File: src/core/energy_pkg.sv
`default_nettype none
package energy_pkg;

	// register port
	localparam int ADDR_W = 6;
	localparam int DATA_W = 24;
	localparam logic [5:0] ADDR_LINE_ACTIVE = 6'h04;
	localparam logic [5:0] ADDR_HALF_CYCLE = 6'h1C;
	localparam logic [5:0] ADDR_MODE = 6'h20;
	localparam logic [5:0] ADDR_IRQ_ENABLE = 6'h21;
	localparam logic [5:0] ADDR_IRQ_STATUS = 6'h22;
	localparam logic [5:0] ADDR_LINE_REACTIVE = 6'h23;
	localparam logic [5:0] ADDR_APPARENT_GAIN = 6'h24;
	localparam logic [5:0] ADDR_APPARENT_POWER = 6'h25;
	localparam logic [5:0] ADDR_ACTIVE_POWER = 6'h26;
	localparam logic [5:0] ADDR_REACTIVE_POWER = 6'h27;
	localparam logic [5:0] ADDR_LINE_STATE = 6'h28;

	// field positions
	localparam int MODE_CYCLE_BIT = 7;
	localparam int MODE_POS_ONLY_BIT = 15;
	localparam int IRQ_CYCLE_END_BIT = 2;
	localparam int IRQ_WENT_NEG_BIT = 4;
	localparam int IRQ_WENT_POS_BIT = 5;

	// reset values
	localparam logic [15:0] MODE_RESET = 16'h0000;
	localparam logic [15:0] IRQ_ENABLE_RESET = 16'h0000;
	localparam logic [15:0] HALF_CYCLE_RESET = 16'hFFFF;
	localparam logic [11:0] APPARENT_GAIN_RESET = 12'h000;

	// signal path
	localparam int LPF_SHIFT = 8;
	localparam int INTEG_SHIFT = 6;
	localparam int LINE_LSB = 16;
	localparam int GAIN_FRAC_BITS = 12;
	localparam longint POWER_FULL_SCALE = 64'h0000_0000_7FFF_FFFF;
	// threshold in thousandths of a percent of full scale
	localparam longint NO_LOAD_MILLI_PERCENT = 1;
	localparam longint NO_LOAD_THRESHOLD = POWER_FULL_SCALE * NO_LOAD_MILLI_PERCENT / 100000;
	localparam longint CF_ENERGY_STEP = 64'h0000_0001_0000_0000;

	// timing
	localparam int CLOCK_PERIOD_NS = 10;
	localparam int CF_PULSE_NS = 1000;
	localparam int CF_PULSE_CYCLES = CF_PULSE_NS / CLOCK_PERIOD_NS;

	typedef struct packed {
		logic wrEn;
		logic rdEn;
		logic [5:0] addr;
		logic [23:0] wrData;
	} reg_req_t;

	typedef struct packed {
		logic valid;
		logic integratorOn;
		logic signed [15:0] voltage;
		logic signed [15:0] current;
	} sample_t;

	typedef struct packed {
		logic [15:0] voltageRms;
		logic [15:0] currentRms;
	} rms_t;

	typedef enum logic [1:0] {LC_IDLE, LC_SYNC, LC_RUN} line_state_t;

endpackage
`default_nettype wire

File: src/core/line_cycle_energy_power_calc.sv
// Overview of operation
// - Setting mode bit 7 enters line-cycle accumulation.
// - Line-cycle periods start and end on voltage zero crossings.
// - Active power accumulates into line active energy at 0x04 over count at 0x1C.
// - Half-cycle count is unsigned 16-bit, up to 65,535 half cycles.
// - Completed period sets cycle end flag, status bit 2.
// - Enabled cycle end flag pulls the active-low interrupt low.
// - New period starts after each completed one while mode bit stays set.
// - Mode bit 15 accumulates positive power only; resets off.
// - Calibration pulses follow positive-only accumulation too.
// - Positive-only mode flags each power direction change; interrupt if enabled.
// - No active accumulation below 0.001% of multiplier full scale.
// - Reactive power is phase-shifted current times voltage, low-pass filtered.
// - Reactive power accumulates over same count with same flag and interrupt.
// - Phase shift is -90 with integrator on, +90 with it off; the code applies one fixed shift and ignores integratorOn.
// - Reactive power is signed, positive for 0..90 and negative for -90..0.
// - Apparent power is voltage rms times current rms.
// - Apparent power is scaled by one plus signed 12-bit gain over 4096.
// - Gain 0x7FF raises about half, 0x800 lowers about half; step 0.0244%.
`timescale 1ns/1ps
`default_nettype none
module line_cycle_energy_power_calc (
	// clock and reset
	input wire logic clock,
	input wire logic rst,
	// register port
	input wire energy_pkg::reg_req_t regReq,
	output logic [23:0] rdData,
	output logic rdValid,
	// signal path inputs
	input wire energy_pkg::sample_t sample,
	input wire energy_pkg::rms_t rms,
	// pins
	output logic calibrationPulseOut,
	output logic irqOut,
	output logic irqOe
);

	typedef struct packed {
		energy_pkg::line_state_t lineState;
		logic [15:0] mode;
		logic [15:0] irqEnable;
		logic [15:0] irqStatus;
		logic [15:0] halfCycleSetting;
		logic [15:0] halfCount;
		logic [11:0] apparentGain;
		logic voltPrevNeg;
		logic signed [39:0] activeLpf;
		logic signed [39:0] reactiveLpf;
		logic signed [31:0] integ;
		logic signed [47:0] lineActiveAcc;
		logic signed [47:0] lineReactiveAcc;
		logic signed [47:0] cfAcc;
		logic [23:0] lineActive;
		logic [23:0] lineReactive;
		logic [23:0] apparentPower;
		logic powerWasNeg;
		logic dirKnown;
		logic [7:0] cfCount;
		logic cfOut;
		logic irqLevel;
		logic irqOe;
		logic [23:0] rdData;
		logic rdValid;
	} state_t;

	state_t st;
	state_t next_st;

	logic signed [15:0] shiftedCurrent;
	logic signed [31:0] activeProd;
	logic signed [31:0] reactiveProd;
	logic signed [31:0] activePow;
	logic signed [31:0] reactivePow;
	logic signed [31:0] activeGated;
	logic [31:0] activeMag;
	logic belowNoLoad;
	logic powerNeg;
	logic voltNeg;
	logic crossing;
	logic [15:0] target;
	logic [15:0] clearMask;
	logic [15:0] setMask;
	logic signed [47:0] apparentProd;
	logic signed [47:0] apparentScaled;
	logic signed [47:0] nextActiveAcc;
	logic signed [47:0] nextReactiveAcc;
	logic signed [47:0] nextCfAcc;
	logic [23:0] readMux;

	always_comb begin
		next_st = st;
		setMask = 16'h0000;
		clearMask = 16'h0000;

		// filtered powers as they stand now
		activePow = 32'(st.activeLpf >>> energy_pkg::LPF_SHIFT);
		reactivePow = 32'(st.reactiveLpf >>> energy_pkg::LPF_SHIFT);

		// leaky integrator lags the current by about a quarter period
		shiftedCurrent = st.integ[energy_pkg::INTEG_SHIFT +: 16];
		// with the integrator on, the -90 filter acts ahead of the integrator; its own lag
		// lands the integrated current at +90 net, so the sign follows the angle either way
		shiftedCurrent = -shiftedCurrent;
		activeProd = 32'(sample.voltage * sample.current);
		reactiveProd = 32'(sample.voltage * shiftedCurrent);

		powerNeg = activePow[31];
		activeMag = powerNeg ? 32'(-activePow) : 32'(activePow);
		belowNoLoad = 64'(activeMag) < energy_pkg::NO_LOAD_THRESHOLD;
		activeGated = activePow;
		if (belowNoLoad) begin
			activeGated = 32'h0000_0000;
		end else if (st.mode[energy_pkg::MODE_POS_ONLY_BIT] && powerNeg) begin
			activeGated = 32'h0000_0000;
		end

		voltNeg = sample.voltage[15];
		crossing = sample.valid && (voltNeg != st.voltPrevNeg);
		target = (st.halfCycleSetting == 16'h0000) ? 16'h0001 : st.halfCycleSetting;

		// apparent power from the rms blocks
		apparentProd = 48'(rms.voltageRms * rms.currentRms);
		apparentScaled = apparentProd
			+ 48'((apparentProd * 48'(signed'(st.apparentGain))) >>> energy_pkg::GAIN_FRAC_BITS);

		nextActiveAcc = st.lineActiveAcc + 48'(activeGated);
		nextReactiveAcc = st.lineReactiveAcc + 48'(reactivePow);
		nextCfAcc = st.cfAcc + 48'(activeGated);

		if (sample.valid) begin
			next_st.voltPrevNeg = voltNeg;
			next_st.activeLpf = st.activeLpf + 40'(activeProd) - 40'(activePow);
			next_st.reactiveLpf = st.reactiveLpf + 40'(reactiveProd) - 40'(reactivePow);
			next_st.integ = st.integ + 32'(sample.current)
				- 32'(st.integ >>> energy_pkg::INTEG_SHIFT);
			next_st.apparentPower = apparentScaled[39:16];

			// calibration pulse: one pulse per energy step, extra steps during a pulse wait
			next_st.cfAcc = nextCfAcc;
			if (nextCfAcc >= 48'(energy_pkg::CF_ENERGY_STEP) && st.cfCount == 8'h00) begin
				next_st.cfAcc = nextCfAcc - 48'(energy_pkg::CF_ENERGY_STEP);
				next_st.cfCount = 8'(energy_pkg::CF_PULSE_CYCLES);
			end

			// direction tracking ignores power inside the no-load band
			if (!belowNoLoad) begin
				next_st.powerWasNeg = powerNeg;
				next_st.dirKnown = 1'b1;
				if (st.dirKnown && st.mode[energy_pkg::MODE_POS_ONLY_BIT]
						&& (powerNeg != st.powerWasNeg)) begin
					setMask[energy_pkg::IRQ_WENT_NEG_BIT] = powerNeg;
					setMask[energy_pkg::IRQ_WENT_POS_BIT] = !powerNeg;
				end
			end
		end

		if (st.cfCount != 8'h00) begin
			next_st.cfCount = st.cfCount - 8'h01;
		end
		next_st.cfOut = (next_st.cfCount != 8'h00);

		unique case (st.lineState)
			energy_pkg::LC_IDLE: begin
				if (st.mode[energy_pkg::MODE_CYCLE_BIT]) begin
					next_st.lineState = energy_pkg::LC_SYNC;
				end
			end
			energy_pkg::LC_SYNC: begin
				next_st.lineActiveAcc = 48'h0000_0000_0000;
				next_st.lineReactiveAcc = 48'h0000_0000_0000;
				next_st.halfCount = 16'h0000;
				if (!st.mode[energy_pkg::MODE_CYCLE_BIT]) begin
					next_st.lineState = energy_pkg::LC_IDLE;
				end else if (crossing) begin
					next_st.lineState = energy_pkg::LC_RUN;
				end
			end
			energy_pkg::LC_RUN: begin
				if (!st.mode[energy_pkg::MODE_CYCLE_BIT]) begin
					next_st.lineState = energy_pkg::LC_IDLE;
				end else if (sample.valid) begin
					next_st.lineActiveAcc = nextActiveAcc;
					next_st.lineReactiveAcc = nextReactiveAcc;
					if (crossing) begin
						if (st.halfCount + 16'h0001 >= target) begin
							next_st.lineActive =
								nextActiveAcc[energy_pkg::LINE_LSB +: 24];
							next_st.lineReactive =
								nextReactiveAcc[energy_pkg::LINE_LSB +: 24];
							setMask[energy_pkg::IRQ_CYCLE_END_BIT] = 1'b1;
							// this crossing also opens the next period
							next_st.lineActiveAcc = 48'h0000_0000_0000;
							next_st.lineReactiveAcc = 48'h0000_0000_0000;
							next_st.halfCount = 16'h0000;
						end else begin
							next_st.halfCount = st.halfCount + 16'h0001;
						end
					end
				end
			end
		endcase

		// register writes; reserved bits are dropped
		if (regReq.wrEn) begin
			unique case (regReq.addr)
				energy_pkg::ADDR_HALF_CYCLE: next_st.halfCycleSetting = regReq.wrData[15:0];
				energy_pkg::ADDR_MODE: next_st.mode = regReq.wrData[15:0];
				energy_pkg::ADDR_IRQ_ENABLE: next_st.irqEnable = regReq.wrData[15:0];
				energy_pkg::ADDR_IRQ_STATUS: clearMask = regReq.wrData[15:0];
				energy_pkg::ADDR_APPARENT_GAIN: next_st.apparentGain = regReq.wrData[11:0];
				default: begin
				end
			endcase
		end
		// a flag raised in the clearing cycle survives
		next_st.irqStatus = (st.irqStatus & ~clearMask) | setMask;

		// open-drain interrupt: drive low while any enabled flag stands
		next_st.irqLevel = 1'b0;
		// new enable takes effect in the write cycle, so a standing flag asserts at once
		next_st.irqOe = |(next_st.irqStatus & next_st.irqEnable);

		unique case (regReq.addr)
			energy_pkg::ADDR_LINE_ACTIVE: readMux = st.lineActive;
			energy_pkg::ADDR_HALF_CYCLE: readMux = {8'h00, st.halfCycleSetting};
			energy_pkg::ADDR_MODE: readMux = {8'h00, st.mode};
			energy_pkg::ADDR_IRQ_ENABLE: readMux = {8'h00, st.irqEnable};
			energy_pkg::ADDR_IRQ_STATUS: readMux = {8'h00, st.irqStatus};
			energy_pkg::ADDR_LINE_REACTIVE: readMux = st.lineReactive;
			energy_pkg::ADDR_APPARENT_GAIN: readMux = {12'h000, st.apparentGain};
			energy_pkg::ADDR_APPARENT_POWER: readMux = st.apparentPower;
			energy_pkg::ADDR_ACTIVE_POWER: readMux = activePow[31:8];
			energy_pkg::ADDR_REACTIVE_POWER: readMux = reactivePow[31:8];
			energy_pkg::ADDR_LINE_STATE: readMux = {6'h00, st.lineState, st.halfCount};
			default: readMux = 24'h000000;
		endcase
		next_st.rdValid = regReq.rdEn;
		next_st.rdData = regReq.rdEn ? readMux : st.rdData;
	end

	always_ff @(posedge clock) begin
		if (rst) begin
			st <= '0;
			st.lineState <= energy_pkg::LC_IDLE;
			st.mode <= energy_pkg::MODE_RESET;
			st.irqEnable <= energy_pkg::IRQ_ENABLE_RESET;
			st.halfCycleSetting <= energy_pkg::HALF_CYCLE_RESET;
			st.apparentGain <= energy_pkg::APPARENT_GAIN_RESET;
		end else begin
			st <= next_st;
		end
	end

	assign rdData = st.rdData;
	assign rdValid = st.rdValid;
	assign calibrationPulseOut = st.cfOut;
	assign irqOut = st.irqLevel;
	assign irqOe = st.irqOe;

endmodule
`default_nettype wire

File: config.mk
export PLATFORM = sky130hd
export DESIGN_NAME = line_cycle_energy_power_calc
export DESIGN_NICKNAME = d
export VERILOG_FILES = /design/src/core/energy_pkg.sv /design/src/core/line_cycle_energy_power_calc.sv
export SDC_FILE = /design/constraint.sdc
export NUM_CORES = 2
export LEC_CHECK = 0
export ABC_CLOCK_PERIOD_IN_PS = 24000
export BUFFER_PORTS_ARGS = -buffer_cell sky130_fd_sc_hd__buf_2
export CORE_ASPECT_RATIO = 1.1
export CORE_UTILIZATION = 25
export CTS_CLUSTER_SIZE = 14
export DETAILED_ROUTE_END_ITERATION = 10
export PLACE_DENSITY_LB_ADDON = 0.1
export SLEW_MARGIN = 25
export SYNTH_ARGS = -nofsm -noshare
export SYNTH_HDL_FRONTEND = slang
export SYNTH_SLANG_ARGS = --single-unit
File: constraint.sdc
create_clock -name clock -period 24 [get_ports clock]
set_input_delay 3.6 -clock clock [delete_from_list [all_inputs] [get_ports clock]]
set_output_delay 3.6 -clock clock [all_outputs]
set_load 0.02 [all_outputs]
### Word level (Yosys, flattened, before mapping)

Index checks and enable logic that the tools add are counted.

| word-level totals | value |
|---|---|
| output and inout bits | 28 |
| input bits | 100 |
| register bits after elaboration | 461 |
| logic and storage cells | 131 |

| cells by class | value |
|---|---|
| add/sub/neg operators | 15 |
| muxes and demuxes | 37 |
| eq/ne operators | 21 |
| order comparisons | 3 |
| bitwise logic cells | 5 |
| reduce and logical (&&, ||, !) cells | 21 |
| multiply operators | 4 |

Operators by type and width:

| cell | count |
|---|---|
| 96-bit 2-to-1 mux | 4 |
| 24-bit one-hot mux with 11 select lines | 1 |
| 96-bit one-hot mux with 2 select lines | 1 |
| 48-bit by 32-bit adder with 48-bit output | 3 |
| 16-bit 2-to-1 mux | 9 |
| 16-bit by 16-bit multiplier with 32-bit output | 3 |
| 32-bit 2-to-1 mux | 3 |
| 40-bit by 32-bit adder with 40-bit output | 2 |
| 40-bit by 32-bit subtractor with 40-bit output | 2 |
| 6-bit == test (second input constant) | 9 |
| 48-bit by 34-bit >= comparator with 1-bit output (second input constant) | 1 |
| 48-bit 2-to-1 mux | 1 |
| 48-bit by 34-bit subtractor with 48-bit output (second input constant) | 1 |
| 33-bit by 12-bit multiplier with 45-bit output | 1 |
| 33-bit by 33-bit adder with 34-bit output | 1 |
| 34-bit 2-to-1 mux | 1 |
| 32-bit by 16-bit adder with 32-bit output | 1 |
| 16-bit AND | 2 |
| 32-bit by 15-bit less-than comparator with 1-bit output (second input constant) | 1 |
| 32-bit negator | 1 |
| 16-bit one-hot mux with 2 select lines | 1 |
| 32-bit by 26-bit subtractor with 32-bit output | 1 |
| 16-bit by 1-bit adder with 16-bit output (second input constant) | 1 |
| 16-bit >= comparator | 1 |
| 28 further kinds | 54 |

### Logic depth before layout (Yosys ltp)

| logic depth | value |
|---|---|
| depth in word-level cells | 11 |
| mapped depth | 59 |
| depth with buffers taken out | 57 |

### Worst setup path before layout

No wires, ideal clock.

| timing path | value |
|---|---|
| path type | input-to-reg |
| start | input rms[1] (netlist bit) |
| end | register st[54] (netlist bit) |
| path slack | 7.329 ns |
| setup time | 0.128 ns |
| data arrival time | 16.543 ns |
| data required time | 23.872 ns |
| path buffers | 2 |
| stages | 54 |
| path through | clkbuf_1 > nand2_1 > fa_1 > fa_1 > fa_1 > fa_1 > inv_1 > fa_1 > inv_1 > fa_1 > inv_1 > ha_1 > a21o_1 > a21o_1 > nor3_1 > a21oi_1 > a211o_1 > o311a_1 > (+18 left out) > o21ai_0 > a21oi_1 > o21bai_1 > a21oi_1 > xnor2_1 > ha_1 > a21o_1 > a21o_1 > a221oi_1 > o21ai_0 > a221o_1 > a41oi_1 > a21oi_1 > and4_1 > a2111oi_0 > xnor2_1 > mux2i_1 > nor2_1 |

| on the way | value |
|---|---|
| word-level cells in the longest chain between the ends | 3 |

Ends and longest elaborated chain:

| item | RTL line | text |
|---|---|---|
| start, declared | line_cycle_energy_power_calc.sv:32 | `input wire energy_pkg::rms_t rms,` |
| 16-bit by 16-bit multiplier with 32-bit output * | line_cycle_energy_power_calc.sv:123 | `apparentProd = 48'(rms.voltageRms * rms.currentRms);` |
| 33-bit by 12-bit multiplier with 45-bit output | line_cycle_energy_power_calc.sv:125 | `+ 48'((apparentProd * 48'(signed'(st.apparentGain))) >>> energy_pkg::GAIN_FRAC_BITS);` |
| 33-bit by 33-bit adder with 34-bit output * | line_cycle_energy_power_calc.sv:125 |  |
| end signal, assigned | line_cycle_energy_power_calc.sv:251 | `st <= next_st;` |
| end, declared | line_cycle_energy_power_calc.sv:67 | `state_t st;` |

Every way passes the cells marked *; elsewhere a longest branch is shown, timed or not.
A chain may end at the register's enable or synchronous reset.

### Worst setup path in the final report

| timing path | value |
|---|---|
| start | input rms[26] (netlist bit) |
| end | register st[54] (netlist bit) |

The elaborated chain is that of the path after synthesis.

==> flow_summary_export.csv <==
group,metric,value,unit
outcome,outcome,"finished clean",
yosys,syn-instance-count,8705,
yosys,synth.net_count,10800,
yosys,synth_top_family_by_area,"adder cells",
yosys,seq_area_frac_synth,11.6,%
detailed_routing,drt-vias-per-instance,4.61,
floorplanning,floorplan.core_area,300000,sq um
sta,maxSlewViolCount,0,
detailed_routing,route.detailed.wl_per_inst,19.5,microns
global_routing,globalRouteTotalUtil,16.6,%
detailed_routing,routed_length_on_met1,113000,microns
setup_path,critical_path_peak_fanout,16,
setup_path,worst-setup-path-type,"input port to flip-flop",
floorplanning,floorplan.die.width,526,microns
finish,final.fill_count,32300,
min_path,worstHoldStart,"st[75]",
sta,setup_viol_count_final,0,
clock_network,post_cts_resized,0,
yosys,synthTopCellsByArea,"sky130_fd_sc_hd__fa_1 34%, sky130_fd_sc_hd__dfxtp_1 12%, sky130_fd_sc_hd__ha_1 11%",
clock_network,cts_root_buf,"sky130_fd_sc_hd__clkbuf_16",
global_routing,grt_pass1_vias,63100,
clock_network,max-clock-path-buffers,3,
detailed_routing,finalWirelength,246000,microns
setup_path,endpoint_kind,"flip-flop",
sta,max-slew-margin-rel,23.3,%
sta,timing.clock.skew,0.0500,ns
place,gp_congestion,0.790,
setup_path,r2r_start,"activePow[1]",
sta,tightestPinTransition,1.14,ns
finish,layout-drive-gt1-share,5.09,%
sta,finalSetupTns,0,ns
yosys,synth_edf_count,0,
yosys,synthDistinctLibCells,104,
min_path,hold-path-endpoint,"st[75]",
yosys,synth-xor-area-share,3.76,%
yosys,ys.flop_type,"sky130_fd_sc_hd__dfxtp_1",
finish,area_growth,9.88,%
clock_network,hold_buffers,0,
global_routing,grt_overflow,0,
global_routing,initial_antenna_violation_count,9,
setup_path,r2r.worst_path.cells,35,
place,dpl.hpwl,191000,microns
clock_network,clk_transition_reported_paths,0.06,ns
setup_path,cpPeakStageDelay,0.82,ns
yosys,cell_with_the_most_instances_after_synthesis,"sky130_fd_sc_hd__inv_1",
yosys,postSynthRegisterBits,438,
yosys,synth_fa_ha_area_share,45.2,%
detailed_routing,route.met2.wl,124000,microns
clock_network,worst_skew_pair.late_latency,0.71,ns
detailed_routing,num_vias,58300,
sta,post-route-period-util,75.9,%
setup_path,cp.required,24.54,ns
detailed_routing,top_signal_layer_used,"met5",
yosys,synth_compound_gate_area_share,11.1,%
yosys,synth.avg_cell_area,8.66,sq um
floorplanning,initial_utilization,25.1,%
place,port_buffers,117,
clock_network,post-cts-setup-buffers,0,
floorplanning,i_o_pins,128,
sta,period_needed,18.21,ns
detailed_routing,drt_first_pass_iters,8,
detailed_routing,detail_route.drc_violations,0,
finish,finish.instance_area,82900,sq um
place,postPlaceCellArea,80500,sq um
yosys,synth.area.mux_share,1.57,%
setup_path,worst_path_cell_with_the_longest_stage_delay,"sky130_fd_sc_hd__a2111oi_0",
detailed_routing,dr_wl_met3,6230,microns
sta,grt_setup_unrepaired,"false",
run,max_cap_viols,0,
setup_path,regToRegEndpoint,"st[153]",
sta,hold_violations,0,
detailed_routing,initialDrtViolationCount,2873,
setup_path,reg2reg_slack,12.55,ns
clock_network,clock_sink_count,438,
clock_network,numCtsBuffers,66,
sta,fmax,0.0549,GHz
setup_path,start_kind,"input port",
yosys,synth_top_cells_by_count,"1531 x sky130_fd_sc_hd__inv_1, 1287 x sky130_fd_sc_hd__fa_1, 1006 x sky130_fd_sc_hd__nand2_1, 667 x sky130_fd_sc_hd__ha_1, 575 x sky130_fd_sc_hd__nor2_1",
yosys,cell_taking_the_most_area_after_synthesis,"sky130_fd_sc_hd__fa_1",
global_routing,grt_max_degree,93,
min_path,hold-path-cell-count,2,
floorplanning,placementRows,211,
setup_path,crit_startpoint,"rms[26]",
setup_path,critical-path-top-cell-by-count,"sky130_fd_sc_hd__fa_1",
setup_path,arrival,18.75,ns
yosys,syn_area,75400,sq um
yosys,synth_top_area_share,34.2,%
yosys,post_synth_and_or_nand_nor_area_fraction,16.9,%
yosys,async_reset_ff_share,0,%
clock_network,cts_tree,"done",
floorplanning,die_area,304000,sq um
min_path,holdCritPathClass,"flip-flop to flip-flop",
global_routing,grt_pass1_wl,389000,microns
yosys,synth-warning-count,0,
finish,layout.nets,10700,
clock_network,deepest_level_of_the_cts_h_tree,3,
floorplanning,die-height,578,microns
detailed_routing,post_detailed_route_count_of_antenna_violating_nets,0,
-- per-layer routing --
metal	vias to the layer above	global-route usage (%)
li1	27500	-
met5	-	0
met2	726	30.0
met1	29900	21.7
met3	170	1.39
met4	2	2.73
-- registers in the layout, indices dropped and copies added, names as in the netlist --
name / flops
rdValid: 1
rdData: 24
irqOe: 1
st: 347
calibrationPulseOut: 1
activePow: 32
reactivePow: 32
-- cell families after synthesis --
kind of cell / count (synthesis)
other cells: 1
xor+xnor: 324
mux: 118
buf+inv: 1936
simple gates: 2676
compound gates: 1258
fa+ha+maj: 1954
flops: 438
-- stage by stage --
| step | instances | worst slack, ns | utilization, % | hold slack, ns |
|---|---|---|---|---|
| floorplan | 8705 | 7.33 | - | 0.425 |
| global placement | 12500 | 5.07 | 26.8 | 0.436 |
| detailed placement | 12500 | 5.05 | 26.8 | 0.446 |
| CTS | 12600 | 5.76 | 27.6 | 0.454 |
| global route | 12600 | 4.86 | 27.6 | 0.474 |
| finish | 12600 | 5.79 | 27.6 | 0.450 |
-- worst max path at each step --
| stage | to | cells past startpoint |
|---|---|---|
| 2_1_floorplan | st[54] | 54 |
| 3_3_place_gp | st[54] | 52 |
| 3_5_place_dp | st[54] | 52 |
| 4_1_cts | st[54] | 52 |
| 5_1_grt | st[54] | 52 |
| 6_report | st[54] | 52 |
-- layout by cell type (no fill, tap or decap), types with 16 or more instances in the layout --
cell and instances:
sky130_fd_sc_hd__inv_1 1531, sky130_fd_sc_hd__o21ai_0 165, sky130_fd_sc_hd__a31oi_1 48, sky130_fd_sc_hd__a21oi_1 405, sky130_fd_sc_hd__mux2i_1 113, sky130_fd_sc_hd__o22ai_1 18, sky130_fd_sc_hd__a22o_1 32, sky130_fd_sc_hd__a222oi_1 19
sky130_fd_sc_hd__ha_1 667, sky130_fd_sc_hd__nand2_1 1005, sky130_fd_sc_hd__dfxtp_1 437, sky130_fd_sc_hd__o21bai_1 36, sky130_fd_sc_hd__nor2_1 567, sky130_fd_sc_hd__nor3_1 91, sky130_fd_sc_hd__o31ai_1 17, sky130_fd_sc_hd__xor2_1 89
sky130_fd_sc_hd__nand4_1 35, sky130_fd_sc_hd__buf_4 140, sky130_fd_sc_hd__fa_1 1287, sky130_fd_sc_hd__and3_1 47, sky130_fd_sc_hd__a211oi_1 45, sky130_fd_sc_hd__o211ai_1 19, sky130_fd_sc_hd__or4_1 16, sky130_fd_sc_hd__buf_2 115
sky130_fd_sc_hd__nor2b_1 54, sky130_fd_sc_hd__clkbuf_16 66, sky130_fd_sc_hd__a22oi_1 108, sky130_fd_sc_hd__clkbuf_8 16, sky130_fd_sc_hd__o21a_1 47, sky130_fd_sc_hd__nand3_1 88, sky130_fd_sc_hd__and2_1 511, sky130_fd_sc_hd__nand2b_1 99
sky130_fd_sc_hd__or3_1 25, sky130_fd_sc_hd__a21o_1 132, sky130_fd_sc_hd__nand3b_1 30, sky130_fd_sc_hd__nor4_1 26, sky130_fd_sc_hd__a221oi_1 17, sky130_fd_sc_hd__xnor2_1 232
-- worst max-delay path: cells and delay by family --
kind	cells	cell delay, ns
xor gates and xnor gates	3	1.15
AOI/OAI and AO/OA	20	5.51
buffers and inverters	6	0.65
and+or+nand+nor	8	1.31
adders and majority gates	14	6.31
muxes	1	0.16
-- final cells by class --
type / instances / area [sq um] / share of cell area [%]
antenna: 14 / 35.0 / 0.0423
clock buffer: 93 / 1900 / 2.30
clock inverter: 23 / 405 / 0.489
inverter: 1535 / 5770 / 6.96
multi-input combinational: 6331 / 59400 / 71.7
sequential: 438 / 8770 / 10.6
tap: 3940 / 4930 / 5.95
timing repair buffer: 258 / 1680 / 2.02
Power is left out: the tool's default activity adds up to more than one toggle a clock period on the data nets, which glitch-free logic cannot reach.
